===== config.mk =====
export PLATFORM = sky130hd
export DESIGN_NAME = slrx_ctrl
export DESIGN_NICKNAME = d
export VERILOG_FILES = /design/src/hw/slrx_ctrl_pkg.sv /design/src/hw/slrx_ctrl.sv
export VERILOG_INCLUDE_DIRS = /design/src /design/src/hw
export SDC_FILE = /design/constraint.sdc
export NUM_CORES = 1
export LEC_CHECK = 0
export ABC_CLOCK_PERIOD_IN_PS = 6620
export CORE_MARGIN = 2
export CORE_UTILIZATION = 45
export CTS_CLUSTER_SIZE = 28
export DETAILED_ROUTE_END_ITERATION = 7
export DONT_BUFFER_PORTS = 1
export GPL_ROUTABILITY_DRIVEN = 1
export SLEW_MARGIN = 20
export SYNTH_ARGS = -nofsm -noshare
export SYNTH_HDL_FRONTEND = slang
export SYNTH_SLANG_ARGS = --single-unit

===== constraint.sdc =====
create_clock -name sys_clk -period 6.62 [get_ports sys_clk]
set_clock_uncertainty 0.2 [all_clocks]
set_input_delay 0.993 -clock sys_clk [delete_from_list [all_inputs] [get_ports sys_clk]]
set_output_delay 0.993 -clock sys_clk [all_outputs]
set_load 0.005 [all_outputs]

===== src/hw/slrx_ctrl_defs.svh =====
// Offsets, field positions, reset values and framing counts for slrx_ctrl
`ifndef SLRX_CTRL_DEFS_SVH
`define SLRX_CTRL_DEFS_SVH

// Register offsets on the configuration port
`define SLRX_OFS_TERM_CAL_A      15'h02a7
`define SLRX_OFS_TERM_CAL_B      15'h02ae
`define SLRX_OFS_TUNE_A          15'h02b1
`define SLRX_OFS_TUNE_B          15'h02b2
`define SLRX_OFS_LINK_CTRL       15'h0300
`define SLRX_OFS_PAGE_LO         15'h0401
`define SLRX_OFS_PAGE_HI         15'h047e

// Field positions in receiver_link_ctrl and the calibration registers
`define SLRX_BIT_CSUM_MODE       6
`define SLRX_BIT_LINK_MODE       3
`define SLRX_BIT_LINK_PAGE       2
`define SLRX_BIT_LINK0_EN        0
`define SLRX_BIT_LINK1_EN        1
`define SLRX_BIT_CAL_TRIGGER     0

// Writable bit masks, everything else is reserved
`define SLRX_MASK_LINK_CTRL      8'h4f
`define SLRX_MASK_TERM_CAL       8'h01

// Reset values
`define SLRX_RST_TUNE_A          8'hc3
`define SLRX_RST_TUNE_B          8'h93
`define SLRX_RST_LINK_CTRL       8'h00
`define SLRX_RST_TERM_CAL        8'h00

// Serial frame: 16 instruction bits then 8 data bits
`define SLRX_INSTR_BITS          5'h10
`define SLRX_LAST_BIT            5'h17
`define SLRX_CFG_BYTES           11

`endif


===== src/hw/slrx_ctrl_pkg.sv =====
// Types shared by the serial link receiver control registers
package slrx_ctrl_pkg;

    // Whole state of the register block, registered in one place
    typedef struct packed {
        logic [2:0]  cs_n_sync;
        logic [2:0]  sclk_sync;
        logic [2:0]  sdi_sync;
        logic        cs_n_f;
        logic        sclk_f;
        logic        sdi_f;
        logic [4:0]  bit_cnt;
        logic        frame_done;
        logic [15:0] instr;
        logic [7:0]  shift_in;
        logic [7:0]  shift_out;
        logic        sdo_oe;
        logic        rd_load;
        logic [7:0]  term_cal_ctrl_a;
        logic [7:0]  term_cal_ctrl_b;
        logic [7:0]  lane_term_tune_a;
        logic [7:0]  lane_term_tune_b;
        logic [7:0]  receiver_link_ctrl;
        logic        term_cal_start_a;
        logic        term_cal_start_b;
        logic        paged_wr;
        logic        paged_rd;
        logic [14:0] paged_addr;
        logic [7:0]  paged_wdata;
        logic [7:0]  checksum_0;
        logic [7:0]  checksum_1;
    } slrx_state_t;

endpackage : slrx_ctrl_pkg


===== src/hw/slrx_ctrl.sv =====
// Control registers of the serial link receiver, reached over the config port
//
// Contract
// - Rising edge of calibration bit B calibrates lanes 2 to 5 terminations.
// - Rising edge of calibration bit A calibrates lanes 0, 1, 6 and 7.
// - Device computes local config checksum by chosen method, stores per link.
// - Method 0 sums the individual link configuration fields.
// - Method 1 sums packed config bytes 0x450 to 0x45a modulo 256.
// - Control bit 3 selects single link (0) or dual link (1) mode.
// - Control bit 2 pages addresses 0x401 to 0x47e to link 0 or 1.
// - Control bits 1:0 enable receiver logic per link, bit 0 is link 0.
// - Enable code 00 disables both, 01 only link 0, 10 only link 1.
// - Enable code 11 enables both links together.
`include "slrx_ctrl_defs.svh"

module slrx_ctrl #(
    parameter int CFG_BYTES = `SLRX_CFG_BYTES
) (
    // Clock and reset
    input  wire logic                     sys_clk,
    input  wire logic                     sys_rst,
    // Configuration serial port pins
    input  wire logic                     cfg_cs_n,
    input  wire logic                     cfg_sclk,
    input  wire logic                     cfg_sdi,
    output logic                          cfg_sdo_o,
    output logic                          cfg_sdo_oe,
    // Packed link configuration bytes of each link, byte 0 at 0x450
    input  wire logic [8*CFG_BYTES-1:0]   link_cfg_0,
    input  wire logic [8*CFG_BYTES-1:0]   link_cfg_1,
    // Paged register window toward the per-link maps
    output logic                          paged_wr,
    output logic                          paged_rd,
    output logic                          paged_link,
    output logic [14:0]                   paged_addr,
    output logic [7:0]                    paged_wdata,
    input  wire logic [7:0]               paged_rdata,
    // Controls toward the PHY and receiver logic
    output logic                          term_cal_trigger_a,
    output logic                          term_cal_trigger_b,
    output logic [7:0]                    lane_term_tune_a,
    output logic [7:0]                    lane_term_tune_b,
    output logic                          dual_link_mode,
    output logic                          link0_enable,
    output logic                          link1_enable,
    output logic                          checksum_mode,
    output logic [7:0]                    lane_checksum_compare_0,
    output logic [7:0]                    lane_checksum_compare_1
);

    // The checksum functions index a fixed eleven byte layout
    if (CFG_BYTES != `SLRX_CFG_BYTES) begin : g_bad_cfg_bytes
        $error("slrx_ctrl: CFG_BYTES must be 11");
    end

    slrx_ctrl_pkg::slrx_state_t st_reg;
    slrx_ctrl_pkg::slrx_state_t st_next;

    // Method 0: sum of the individual fields of the packed table
    function automatic logic [7:0] slrx_sum_fields(
        input logic [8*CFG_BYTES-1:0] cfg
    );
        logic [7:0] s;
        s = cfg[7:0];                                     // Device id
        s = s + {4'h0, cfg[11:8]};                        // Bank id
        s = s + {3'h0, cfg[20:16]};                       // Lane id
        s = s + {7'h00, cfg[31]};                         // Scrambling
        s = s + {3'h0, cfg[28:24]};                       // Lanes minus 1
        s = s + cfg[39:32];                               // Octets minus 1
        s = s + {3'h0, cfg[44:40]};                       // Frames minus 1
        s = s + cfg[55:48];                               // Converters - 1
        s = s + {6'h00, cfg[63:62]};                      // Control bits
        s = s + {3'h0, cfg[60:56]};                       // Resolution - 1
        s = s + {5'h00, cfg[71:69]};                      // Subclass
        s = s + {3'h0, cfg[68:64]};                       // Total bits - 1
        s = s + {5'h00, cfg[79:77]};                      // Version
        s = s + {3'h0, cfg[76:72]};                       // Samples - 1
        s = s + {7'h00, cfg[87]};                         // High density
        s = s + {3'h0, cfg[84:80]};                       // Control words
        return s;
    endfunction : slrx_sum_fields

    // Method 1: byte sum of the packed registers, wrapping at 256
    function automatic logic [7:0] slrx_sum_bytes(
        input logic [8*CFG_BYTES-1:0] cfg
    );
        logic [7:0] s;
        s = 8'h00;
        for (int i = 0; i < CFG_BYTES; i++) begin
            s = s + cfg[8*i +: 8];
        end
        return s;
    endfunction : slrx_sum_bytes

    function automatic logic [7:0] slrx_checksum(
        input logic                   mode,
        input logic [8*CFG_BYTES-1:0] cfg
    );
        return mode ? slrx_sum_bytes(cfg)
                    : slrx_sum_fields(cfg);
    endfunction : slrx_checksum

    // Local register read; unmapped and reserved bits give zero
    function automatic logic [7:0] slrx_read_local(
        input logic [14:0]               addr,
        input slrx_ctrl_pkg::slrx_state_t s
    );
        unique case (addr)
            `SLRX_OFS_TERM_CAL_A: return s.term_cal_ctrl_a;
            `SLRX_OFS_TERM_CAL_B: return s.term_cal_ctrl_b;
            `SLRX_OFS_TUNE_A:     return s.lane_term_tune_a;
            `SLRX_OFS_TUNE_B:     return s.lane_term_tune_b;
            `SLRX_OFS_LINK_CTRL:  return s.receiver_link_ctrl;
            default:              return 8'h00;
        endcase
    endfunction : slrx_read_local

    function automatic logic slrx_is_paged(input logic [14:0] addr);
        return (addr >= `SLRX_OFS_PAGE_LO) && (addr <= `SLRX_OFS_PAGE_HI);
    endfunction : slrx_is_paged

    // Next state: pin filter, serial framing, register writes, checksums
    always_comb begin
        logic        sclk_rise;
        logic        sclk_fall;
        logic [7:0]  wdata;
        logic [14:0] addr;
        st_next = st_reg;
        sclk_rise = 1'b0;
        sclk_fall = 1'b0;
        wdata = {st_reg.shift_in[6:0], st_reg.sdi_f};
        addr = st_reg.instr[14:0];

        // Three stage capture; a level counts once stages two and three agree
        st_next.cs_n_sync = {st_reg.cs_n_sync[1:0], cfg_cs_n};
        st_next.sclk_sync = {st_reg.sclk_sync[1:0], cfg_sclk};
        st_next.sdi_sync  = {st_reg.sdi_sync[1:0], cfg_sdi};
        if (st_reg.cs_n_sync[1] == st_reg.cs_n_sync[2]) begin
            st_next.cs_n_f = st_reg.cs_n_sync[2];
        end
        if (st_reg.sclk_sync[1] == st_reg.sclk_sync[2]) begin
            st_next.sclk_f = st_reg.sclk_sync[2];
        end
        if (st_reg.sdi_sync[1] == st_reg.sdi_sync[2]) begin
            st_next.sdi_f = st_reg.sdi_sync[2];
        end

        // Pulses last one cycle
        st_next.term_cal_start_a = 1'b0;
        st_next.term_cal_start_b = 1'b0;
        st_next.paged_wr = 1'b0;
        st_next.paged_rd = 1'b0;
        st_next.rd_load = 1'b0;

        if (st_reg.cs_n_f) begin
            // Deselected: frame restarts and the data pin is released
            st_next.bit_cnt = 5'h00;
            st_next.frame_done = 1'b0;
            st_next.sdo_oe = 1'b0;
        end else begin
            sclk_rise = st_next.sclk_f & ~st_reg.sclk_f;
            sclk_fall = ~st_next.sclk_f & st_reg.sclk_f;
        end

        // Sample on the rising clock edge after the filtered data settled
        if (sclk_rise && !st_reg.frame_done) begin
            st_next.shift_in = wdata;
            if (st_reg.bit_cnt < `SLRX_INSTR_BITS) begin
                st_next.instr = {st_reg.instr[14:0], st_reg.sdi_f};
            end
            st_next.bit_cnt = st_reg.bit_cnt + 5'h01;
            if (st_reg.bit_cnt == `SLRX_INSTR_BITS - 5'h01) begin
                st_next.rd_load = 1'b1;
            end
            if (st_reg.bit_cnt == `SLRX_LAST_BIT) begin
                // Single byte frames; extra clocks are ignored until deselect
                st_next.frame_done = 1'b1;
                if (!st_reg.instr[15]) begin
                    unique case (addr)
                        `SLRX_OFS_TERM_CAL_A: begin
                            st_next.term_cal_ctrl_a =
                                wdata & `SLRX_MASK_TERM_CAL;
                            st_next.term_cal_start_a =
                                wdata[`SLRX_BIT_CAL_TRIGGER] &
                                ~st_reg.term_cal_ctrl_a[0];
                        end
                        `SLRX_OFS_TERM_CAL_B: begin
                            st_next.term_cal_ctrl_b =
                                wdata & `SLRX_MASK_TERM_CAL;
                            st_next.term_cal_start_b =
                                wdata[`SLRX_BIT_CAL_TRIGGER] &
                                ~st_reg.term_cal_ctrl_b[0];
                        end
                        `SLRX_OFS_TUNE_A: st_next.lane_term_tune_a = wdata;
                        `SLRX_OFS_TUNE_B: st_next.lane_term_tune_b = wdata;
                        `SLRX_OFS_LINK_CTRL: begin
                            st_next.receiver_link_ctrl =
                                wdata & `SLRX_MASK_LINK_CTRL;
                        end
                        default: begin
                            if (slrx_is_paged(addr)) begin
                                st_next.paged_wr = 1'b1;
                                st_next.paged_addr = addr;
                                st_next.paged_wdata = wdata;
                            end
                        end
                    endcase
                end
            end
        end

        // Read data loads one cycle after the instruction completes
        if (st_reg.rd_load && st_reg.instr[15]) begin
            st_next.sdo_oe = 1'b1;
            if (slrx_is_paged(addr)) begin
                st_next.paged_rd = 1'b1;
                st_next.paged_addr = addr;
            end else begin
                st_next.shift_out = slrx_read_local(addr, st_reg);
            end
        end
        // Paged data is taken while the strobe stands
        if (st_reg.paged_rd) begin
            st_next.shift_out = paged_rdata;
        end
        // Output shifts on the falling edge so the host samples it rising
        if (sclk_fall && st_reg.sdo_oe &&
            st_reg.bit_cnt > `SLRX_INSTR_BITS) begin
            st_next.shift_out = {st_reg.shift_out[6:0], 1'b0};
        end
        if (st_reg.frame_done && sclk_fall) begin
            st_next.sdo_oe = 1'b0;
        end

        // Checksums recomputed every cycle from the live configuration
        st_next.checksum_0 = slrx_checksum(
            st_reg.receiver_link_ctrl[`SLRX_BIT_CSUM_MODE],
            link_cfg_0);
        st_next.checksum_1 = slrx_checksum(
            st_reg.receiver_link_ctrl[`SLRX_BIT_CSUM_MODE],
            link_cfg_1);

        // Synchronous reset; chip select idles high so no false frame
        if (sys_rst) begin
            st_next = '0;
            st_next.cs_n_sync = 3'h7;
            st_next.cs_n_f = 1'b1;
            st_next.term_cal_ctrl_a = `SLRX_RST_TERM_CAL;
            st_next.term_cal_ctrl_b = `SLRX_RST_TERM_CAL;
            st_next.lane_term_tune_a = `SLRX_RST_TUNE_A;
            st_next.lane_term_tune_b = `SLRX_RST_TUNE_B;
            st_next.receiver_link_ctrl = `SLRX_RST_LINK_CTRL;
        end
    end

    // State register
    always_ff @(posedge sys_clk) begin
        st_reg <= st_next;
    end

    // Port drive, all from flip-flops
    assign cfg_sdo_o = st_reg.shift_out[7];
    assign cfg_sdo_oe = st_reg.sdo_oe;
    assign paged_wr = st_reg.paged_wr;
    assign paged_rd = st_reg.paged_rd;
    assign paged_addr = st_reg.paged_addr;
    assign paged_wdata = st_reg.paged_wdata;
    assign paged_link =
        st_reg.receiver_link_ctrl[`SLRX_BIT_LINK_PAGE];
    assign term_cal_trigger_a = st_reg.term_cal_start_a;
    assign term_cal_trigger_b = st_reg.term_cal_start_b;
    assign lane_term_tune_a = st_reg.lane_term_tune_a;
    assign lane_term_tune_b = st_reg.lane_term_tune_b;
    assign dual_link_mode =
        st_reg.receiver_link_ctrl[`SLRX_BIT_LINK_MODE];
    // Each enable bit acts alone, so all four codes fall out directly
    assign link0_enable =
        st_reg.receiver_link_ctrl[`SLRX_BIT_LINK0_EN];
    assign link1_enable =
        st_reg.receiver_link_ctrl[`SLRX_BIT_LINK1_EN];
    assign checksum_mode =
        st_reg.receiver_link_ctrl[`SLRX_BIT_CSUM_MODE];
    assign lane_checksum_compare_0 = st_reg.checksum_0;
    assign lane_checksum_compare_1 = st_reg.checksum_1;

endmodule : slrx_ctrl


==> metrics, run 1 <==
share of the clock period used by the worst path 79.7%; Critical R2R Capture lane_term_tune_b[7]; top_reg_cell synth dfxtp_1; outcome complete, no violations; Post-synth ARST share 0%; net total in the final layout 1632; number of max-cap violations 0; cell family with most CP delay adder cells; Wirelength per Cell 15.1 um; source-to-sink clock delay at the later pin of the worst-skew pair 420 ps; EDFF count, synth 0; Synth Warn # 0; total wirelength of the detailed-routed design 23200 um; Num Clock Sinks 117; most common cell after layout, fill and taps aside inv_1; Critical Path End Type flip-flop; Die Footprint 27500 um2; CP startpoint link_cfg_1[26]; post-synthesis cell type count 60; cell depth of the worst flop-to-flop path 6; global route total overflow 0; clk buf depth 2; count of pins on the block boundary 255; peak per-stage delay on the critical path 600 ps; total vias in the final route 7417; first-pass GRT wire length 39300 um; CP Data Required Time 6740 ps; leak pwr 0.00595 uW; Bufs and invs on worst path 4; number of routed nets with antenna violations 0; total routing usage reported by global routing 17.8%; final setup violation count 0; fin. max-slew vios 0; Worst path depth 16; unrepaired setup endpoints after global routing false; library cell contributing the largest single delay on the critical path fa_1; CTS Root Cell clkbuf_16; post-CTS setup repair buffer count 0; DR iter-0 viols 358; final cell area excluding filler cells 12200 um2; number of storage elements in the synthesis netlist 117; DRC 0; final weighted congestion of routability-driven global placement 0.835; most repeated library cell on the critical path fa_1; final core occ 47.3%; syn_area_per_cell 9.39 um2; Pwr per Cell Area 490 nW/um2; setup TNS after final layout 0 ps; First-pass DRT Iterations 4; share of final-layout standard cells stronger than drive strength 1 4.41%; post-CTS sizing 0; syn nets 1695; row cnt 59; slew at the pin closest to its max-slew limit 992 ps; Die Y 166 um; Largest register FFs 51; most frequent cells in the layout inv_1, fa_1, dfxtp_1, nor2_1, a21oi_1; Die Span X 166 um; filler cell count in the final layout 2459; starting utilization of the core area 45.5%; end point of the critical path lane_checksum_compare_1[7]; TritonCTS Buffers 17; Fmax 190 MHz; fraction of the yosys area taken by sequential cells 19.9%; Core Area 25800 um2; Area Overhead vs Synth 3.88%; Slew Limit Headroom 33.6%; Port Buf Inserts 0; Worst setup SP type input pin; DP HPWL 19700 um; cell area after synthesis 11800 um2; time the final worst path needs with I/O delays and setup 5270 ps; Hold Buf Count CTS 0; area taken by flip-flops and latches 2340 um2; FF-to-FF setup slack 3560 ps; worst reg2reg startpoint st_reg[125]; maximum level of the CTS H-tree 4; antenna violations before repair 2; IR drop worst, VDD 384 uV; kind of critical path input pin to flip-flop; clock slew at reported path FFs 60 ps; placed cell area 11700 um2; Crit path arrival time 5390 ps; Syn Inst Count 1253; CTS tree done; pin count of the biggest net entering global routing 109; crit-path max FO 2; via/cell ratio 4.82; count of final hold-check violations 0; type of the most critical hold path flip-flop to flip-flop; area of the multi-input gates 7600 um2; vias in the first global route 7882; worst path cell trace inv_1 -> fa_1 -> inv_1 -> fa_1 -> fa_1 -> fa_1 -> inv_1 -> fa_1 -> inv_1 -> ha_1 -> a21o_1 -> a21oi_1 -> o21bai_1 -> a21oi_1 -> xnor3_1 -> a211oi_1
## cells in the mapped netlist, drive strengths merged (3+ instances only)
library cell	count	share of area [%]
ha	61	6.5
inv	343	11
nand2b	4	0.21
a21o	11	0.70
nand4	5	0.39
a211oi	4	0.26
fa	192	33
o21ai	27	1.2
buf	62	3.9
a222oi	3	0.26
nor2	66	2.1
nand2	54	1.7
dfxtp	117	20
a211o	8	0.60
nand3	6	0.30
xnor3	4	0.77
clkbuf	22	0.71
o221a	5	0.48
mux2i	33	2.8
xnor2	49	3.6
xor2	18	1.3
and2	9	0.50
and3	3	0.16
a22oi	6	0.38
o21bai	6	0.38
nor2b	28	1.5
nor3	14	0.64
or2	4	0.21
a21oi	63	2.7
nor3b	4	0.45
## stage by stage
stage / total power, uW / setup slack (ps) / cells / hold slack (ps)
2_1_floorplan: 4450 / 1090 / 1253 / 189
6_report: 5990 / 1350 / 1540 / 215
3_3_place_gp: 5110 / 938 / 1506 / 202
3_5_place_dp: 5230 / 858 / 1506 / 202
5_1_grt: 6790 / 1050 / 1539 / 251
4_1_cts: 6130 / 1330 / 1538 / 220
## cell type report
type	count	area share (%)
Antenna cell	2	0.0409
Clock buffer	18	3.59
Clock inverter	14	0.962
Inverter	343	10.5
Multi-Input combinational cell	709	62.2
Sequential cell	117	19.2
Tap cell	335	3.43
Timing Repair Buffer	2	0.123
## cells by family (layout without fill, tap and decap cells)
| group | count (synthesis) | count (layout) | share of synthesized area (%) |
|---|---|---|---|
| other cells | 0 | 2 | 0 |
| compound gates | 142 | 142 | 7.53 |
| fa+ha+maj | 253 | 253 | 39.1 |
| mux | 33 | 33 | 2.81 |
| flops | 117 | 117 | 19.9 |
| simple gates | 210 | 210 | 9.35 |
| buf+inv | 427 | 377 | 15.5 |
| xor+xnor | 71 | 71 | 5.75 |
## worst min-delay path by stage
stage                       end  cells past startpoint        start
finish              st_reg[133]                      1  st_reg[132]
global route        st_reg[127]                      1  st_reg[126]
CTS                 st_reg[133]                      1  st_reg[132]
detailed placement  st_reg[133]                      1  st_reg[132]
global placement    st_reg[133]                      1  st_reg[132]
floorplan           st_reg[133]                      1  st_reg[132]
## where the power goes
group / switching [uW] / internal (uW) / total [uW]
Combinational: 2260 / 2070 / 4320
Clock: 358 / 498 / 856
Sequential: 36.0 / 770 / 806
## metal layers
metal,vias to the layer above,track usage (%),wire length (um)
li1,3601,-,-
met4,0,3.93,193
met5,-,0,0
met2,196,32.0,12000
met1,3602,20.8,9260
met3,18,5.83,1760
Power figures use the tool's default switching activity.
==> run 2, diff against run 1 <==
- ABC_AREA: not set -> 1
- ABC_CLOCK_PERIOD_IN_PS: 6620 -> 4910
- clock period: 6.62 -> 4.91 ns (I/O delays scaled with it)
==> run 2 against run 1 <==
  * Hold slack got worse by 16 ps
  * Flip-flop and latch count did not move
  * Routed wire length rose by 8.6%
  * Register-to-register slack got worse by 1800 ps
  * Non-clock buffer count rose by 19
  * Combinational power rose by 30%
  * Design area rose by 4.1%
  * Die area rose by 2.6%
  * First-iteration DRC count rose by 7.8%
  * Count of clock-buffer cells in the layout fell by 1
  * Clock power rose by 43%
==> metrics, run 2 <==
count of final hold-check violations 0 (unchanged); syn_area_per_cell 8.04 um2 (was 9.39 um2); DR iter-0 viols 386 (was 358); maximum level of the CTS H-tree 4 (unchanged); Hold Buf Count CTS 0 (unchanged); fraction of the yosys area taken by sequential cells 19.4% (was 19.9%); net total in the final layout 1901 (was 1632); Die Y 168 um (was 166 um); DP HPWL 21700 um (was 19700 um); Area Overhead vs Synth 5.34% (was 3.88%); kind of critical path input pin to flip-flop (unchanged); CTS Root Cell clkbuf_16 (unchanged); Critical Path End Type flip-flop (unchanged); adder and majority cell fraction of the synthesized area 38.1% (was 39.1%); post-synthesis cell type count 40 (was 60); Placed Cells 1775 (was 1506); routed length on met1 10800 um (was 9260 um); antenna violations before repair 0 (was 2); Wirelength per Cell 14.0 um (was 15.1 um); number of max-cap violations 0 (unchanged); Min Hold Slack 199 ps (was 215 ps); area leader, netlist fa_1 (unchanged); CTS tree done (unchanged); global route total overflow 0 (unchanged); xor/xnor share of the synthesized area 2.25% (was 5.75%); outcome complete, no violations (unchanged); source-to-sink clock delay at the later pin of the worst-skew pair 410 ps (was 420 ps); Core Area 26200 um2 (was 25800 um2); total routing usage reported by global routing 18.8% (was 17.8%); final setup violation count 0 (unchanged); first-pass GRT wire length 42000 um (was 39300 um); unrepaired setup endpoints after global routing false (unchanged); most frequent cells in the layout inv_1, nand2_1, fa_1, dfxtp_1, a21oi_1 (was inv_1, fa_1, dfxtp_1, nor2_1, a21oi_1); time the final worst path needs with I/O delays and setup 4670 ps; vias in the first global route 8698 (was 7882); Num Clock Sinks 117 (unchanged); setup TNS after final layout 0 ps (unchanged); Die Footprint 28200 um2 (was 27500 um2); Largest register FFs 51 (unchanged); final non-filler cell total 1807 (was 1540); dominant cells by area after synthesis fa_1, dfxtp_1, inv_1 (unchanged); crit-path max FO 2 (unchanged); leak pwr 0.00673 uW (was 0.00595 uW); FF-to-FF setup slack 1760 ps (was 3560 ps); most common cell after layout, fill and taps aside inv_1 (unchanged); share of the clock period used by the worst path 95.2%; Synth Warn # 0 (unchanged); First-pass DRT Iterations 8 (was 4); DR WL met3 1640 um (was 1760 um); row cnt 59 (unchanged); top_reg_cell synth dfxtp_1 (unchanged); TritonCTS Buffers 17 (unchanged); clock slew at reported path FFs 60 ps (about the same); total wirelength of the detailed-routed design 25200 um (was 23200 um); number of storage elements in the synthesis netlist 117 (unchanged); Fmax 214 MHz; Die Span X 168 um (was 166 um); Syn Inst Count 1502 (was 1253); dominant combinational cell family by area after synthesis adder cells (unchanged); fraction of synthesized area in multiplexers 0% (was 2.81%); simple-gate share of the synthesized area 14.1% (was 9.35%); slew at the pin closest to its max-slew limit 928 ps (was 992 ps); number of routed nets with antenna violations 0 (unchanged); Slew Limit Headroom 38.1% (was 33.6%); final antenna diode count 0 (was 2); syn nets 1944 (was 1695); proportion of netlist area held by the largest area contributor 31.8% (was 32.7%); area fraction in compound gates after synthesis 7.78% (was 7.53%); Pwr per Cell Area 621 nW/um2 (was 490 nW/um2); final weighted congestion of routability-driven global placement 0.844 (was 0.835); pin count of the biggest net entering global routing 55 (was 109); sum of met2 wire segment lengths after detailed routing 12500 um (was 12000 um); Commonest cells post-synth inv_1, nand2_1, fa_1 (was inv_1, fa_1, dfxtp_1); cell with the most instances after synthesis inv_1 (unchanged); count of pins on the block boundary 255 (unchanged); Worst setup SP type input pin (unchanged); total vias in the final route 8514 (was 7417); type of the most critical hold path flip-flop to flip-flop (unchanged); uppermost metal layer occupied by signal nets met4 (unchanged); Post-synth ARST share 0% (unchanged); cell area after synthesis 12100 um2 (was 11800 um2); filler cell count in the final layout 2602 (was 2459); CP Data Required Time 5050 ps (was 6740 ps); IR drop worst, VDD 436 uV (was 384 uV); starting utilization of the core area 46.1% (was 45.5%); share of final-layout standard cells stronger than drive strength 1 5.23% (was 4.41%); fin. max-slew vios 0 (unchanged); clk buf depth 2 (unchanged); Crit path arrival time 4810 ps (was 5390 ps); DRC 0 (unchanged); EDFF count, synth 0 (unchanged); Port Buf Inserts 0 (unchanged); via/cell ratio 4.71 (was 4.82)
-- run 2: cell count changes after synthesis, sizes merged, moves of 11 or more --
cell / previous run / this run
nand4: 5 / 16
mux2i: 33 / 0
inv: 343 / 446
xnor2: 49 / 15
nand3: 6 / 80
o21ai: 27 / 67
a21oi: 63 / 86
nor2b: 28 / 0
nand2: 54 / 206
-- run 2: logic make-up after synthesis --
family                     Yosys count
AOI/OAI and AO/OA                  175
and+or+nand+nor                    395
buffers and inverters              531
adders and majority gates          253
DFF                                117
xor gates and xnor gates            31
-- run 2: critical path, cell delays in order --
cell and delay [ps]:
inv_1 30, fa_1 530, inv_1 60, fa_1 610
fa_1 470, fa_1 540, inv_1 50, fa_1 520
inv_1 40, ha_1 220, buf_4 140, nand3_1 70
nand3_1 100, nand2_1 70, nand2_1 50, a21oi_1 160
inv_1 60, nand3_1 80, nand3_1 70, a21oi_1 180
-- run 2: cell type report --
| class | count | area [um2] | area share, % |
|---|---|---|---|
| Multi-Input combinational cell | 854 | 7540 | 59.3 |
| Sequential cell | 117 | 2340 | 18.4 |
| Inverter | 448 | 1680 | 13.2 |
| Clock inverter | 15 | 158 | 1.24 |
| Tap cell | 335 | 419 | 3.29 |
| Clock buffer | 17 | 425 | 3.34 |
| Timing Repair Buffer | 21 | 158 | 1.24 |
-- run 2: final timing paths --
check	startpoint	endpoint	cells after the start
max reg2reg	st_reg[115]	lane_term_tune_a[1]	10
max	link_cfg_0[26]	lane_checksum_compare_0[7]	20
min reg2reg	st_reg[129]	st_reg[130]	2
min	st_reg[129]	st_reg[130]	2
-- run 2: metal layers --
| metal | up-vias | global-route usage (%) |
|---|---|---|
| met4 | 0 | 4.61 |
| met1 | 3971 | 23.2 |
| li1 | 4308 | - |
| met2 | 212 | 32.7 |
| met5 | - | 0 |
| met3 | 23 | 5.10 |
-- run 2: timing repair --
action	CTS	global route
resized for setup	0	2
setup endpoints to repair	0	2
setup buffers	0	0
-- run 2: metrics by stage --
stage,utilization (%),power [uW],area (um2),setup WS [ps]
final,48.6,7910,12700,235
after global routing,48.6,9000,12700,1.37
after CTS,48.5,8000,12700,234
after detailed placement,46.3,6730,12100,-217
after global placement,46.3,6600,12100,-122
after floorplan,-,5320,12100,9.01
-- run 2: report_power, final --
group | leakage, uW | total, uW | switching [uW] | internal, uW
combinational | 0.00550 | 5600 | 3050 | 2550
clock | 0.000282 | 1220 | 501 | 717
sequential | 0.000949 | 1090 | 54.8 | 1040
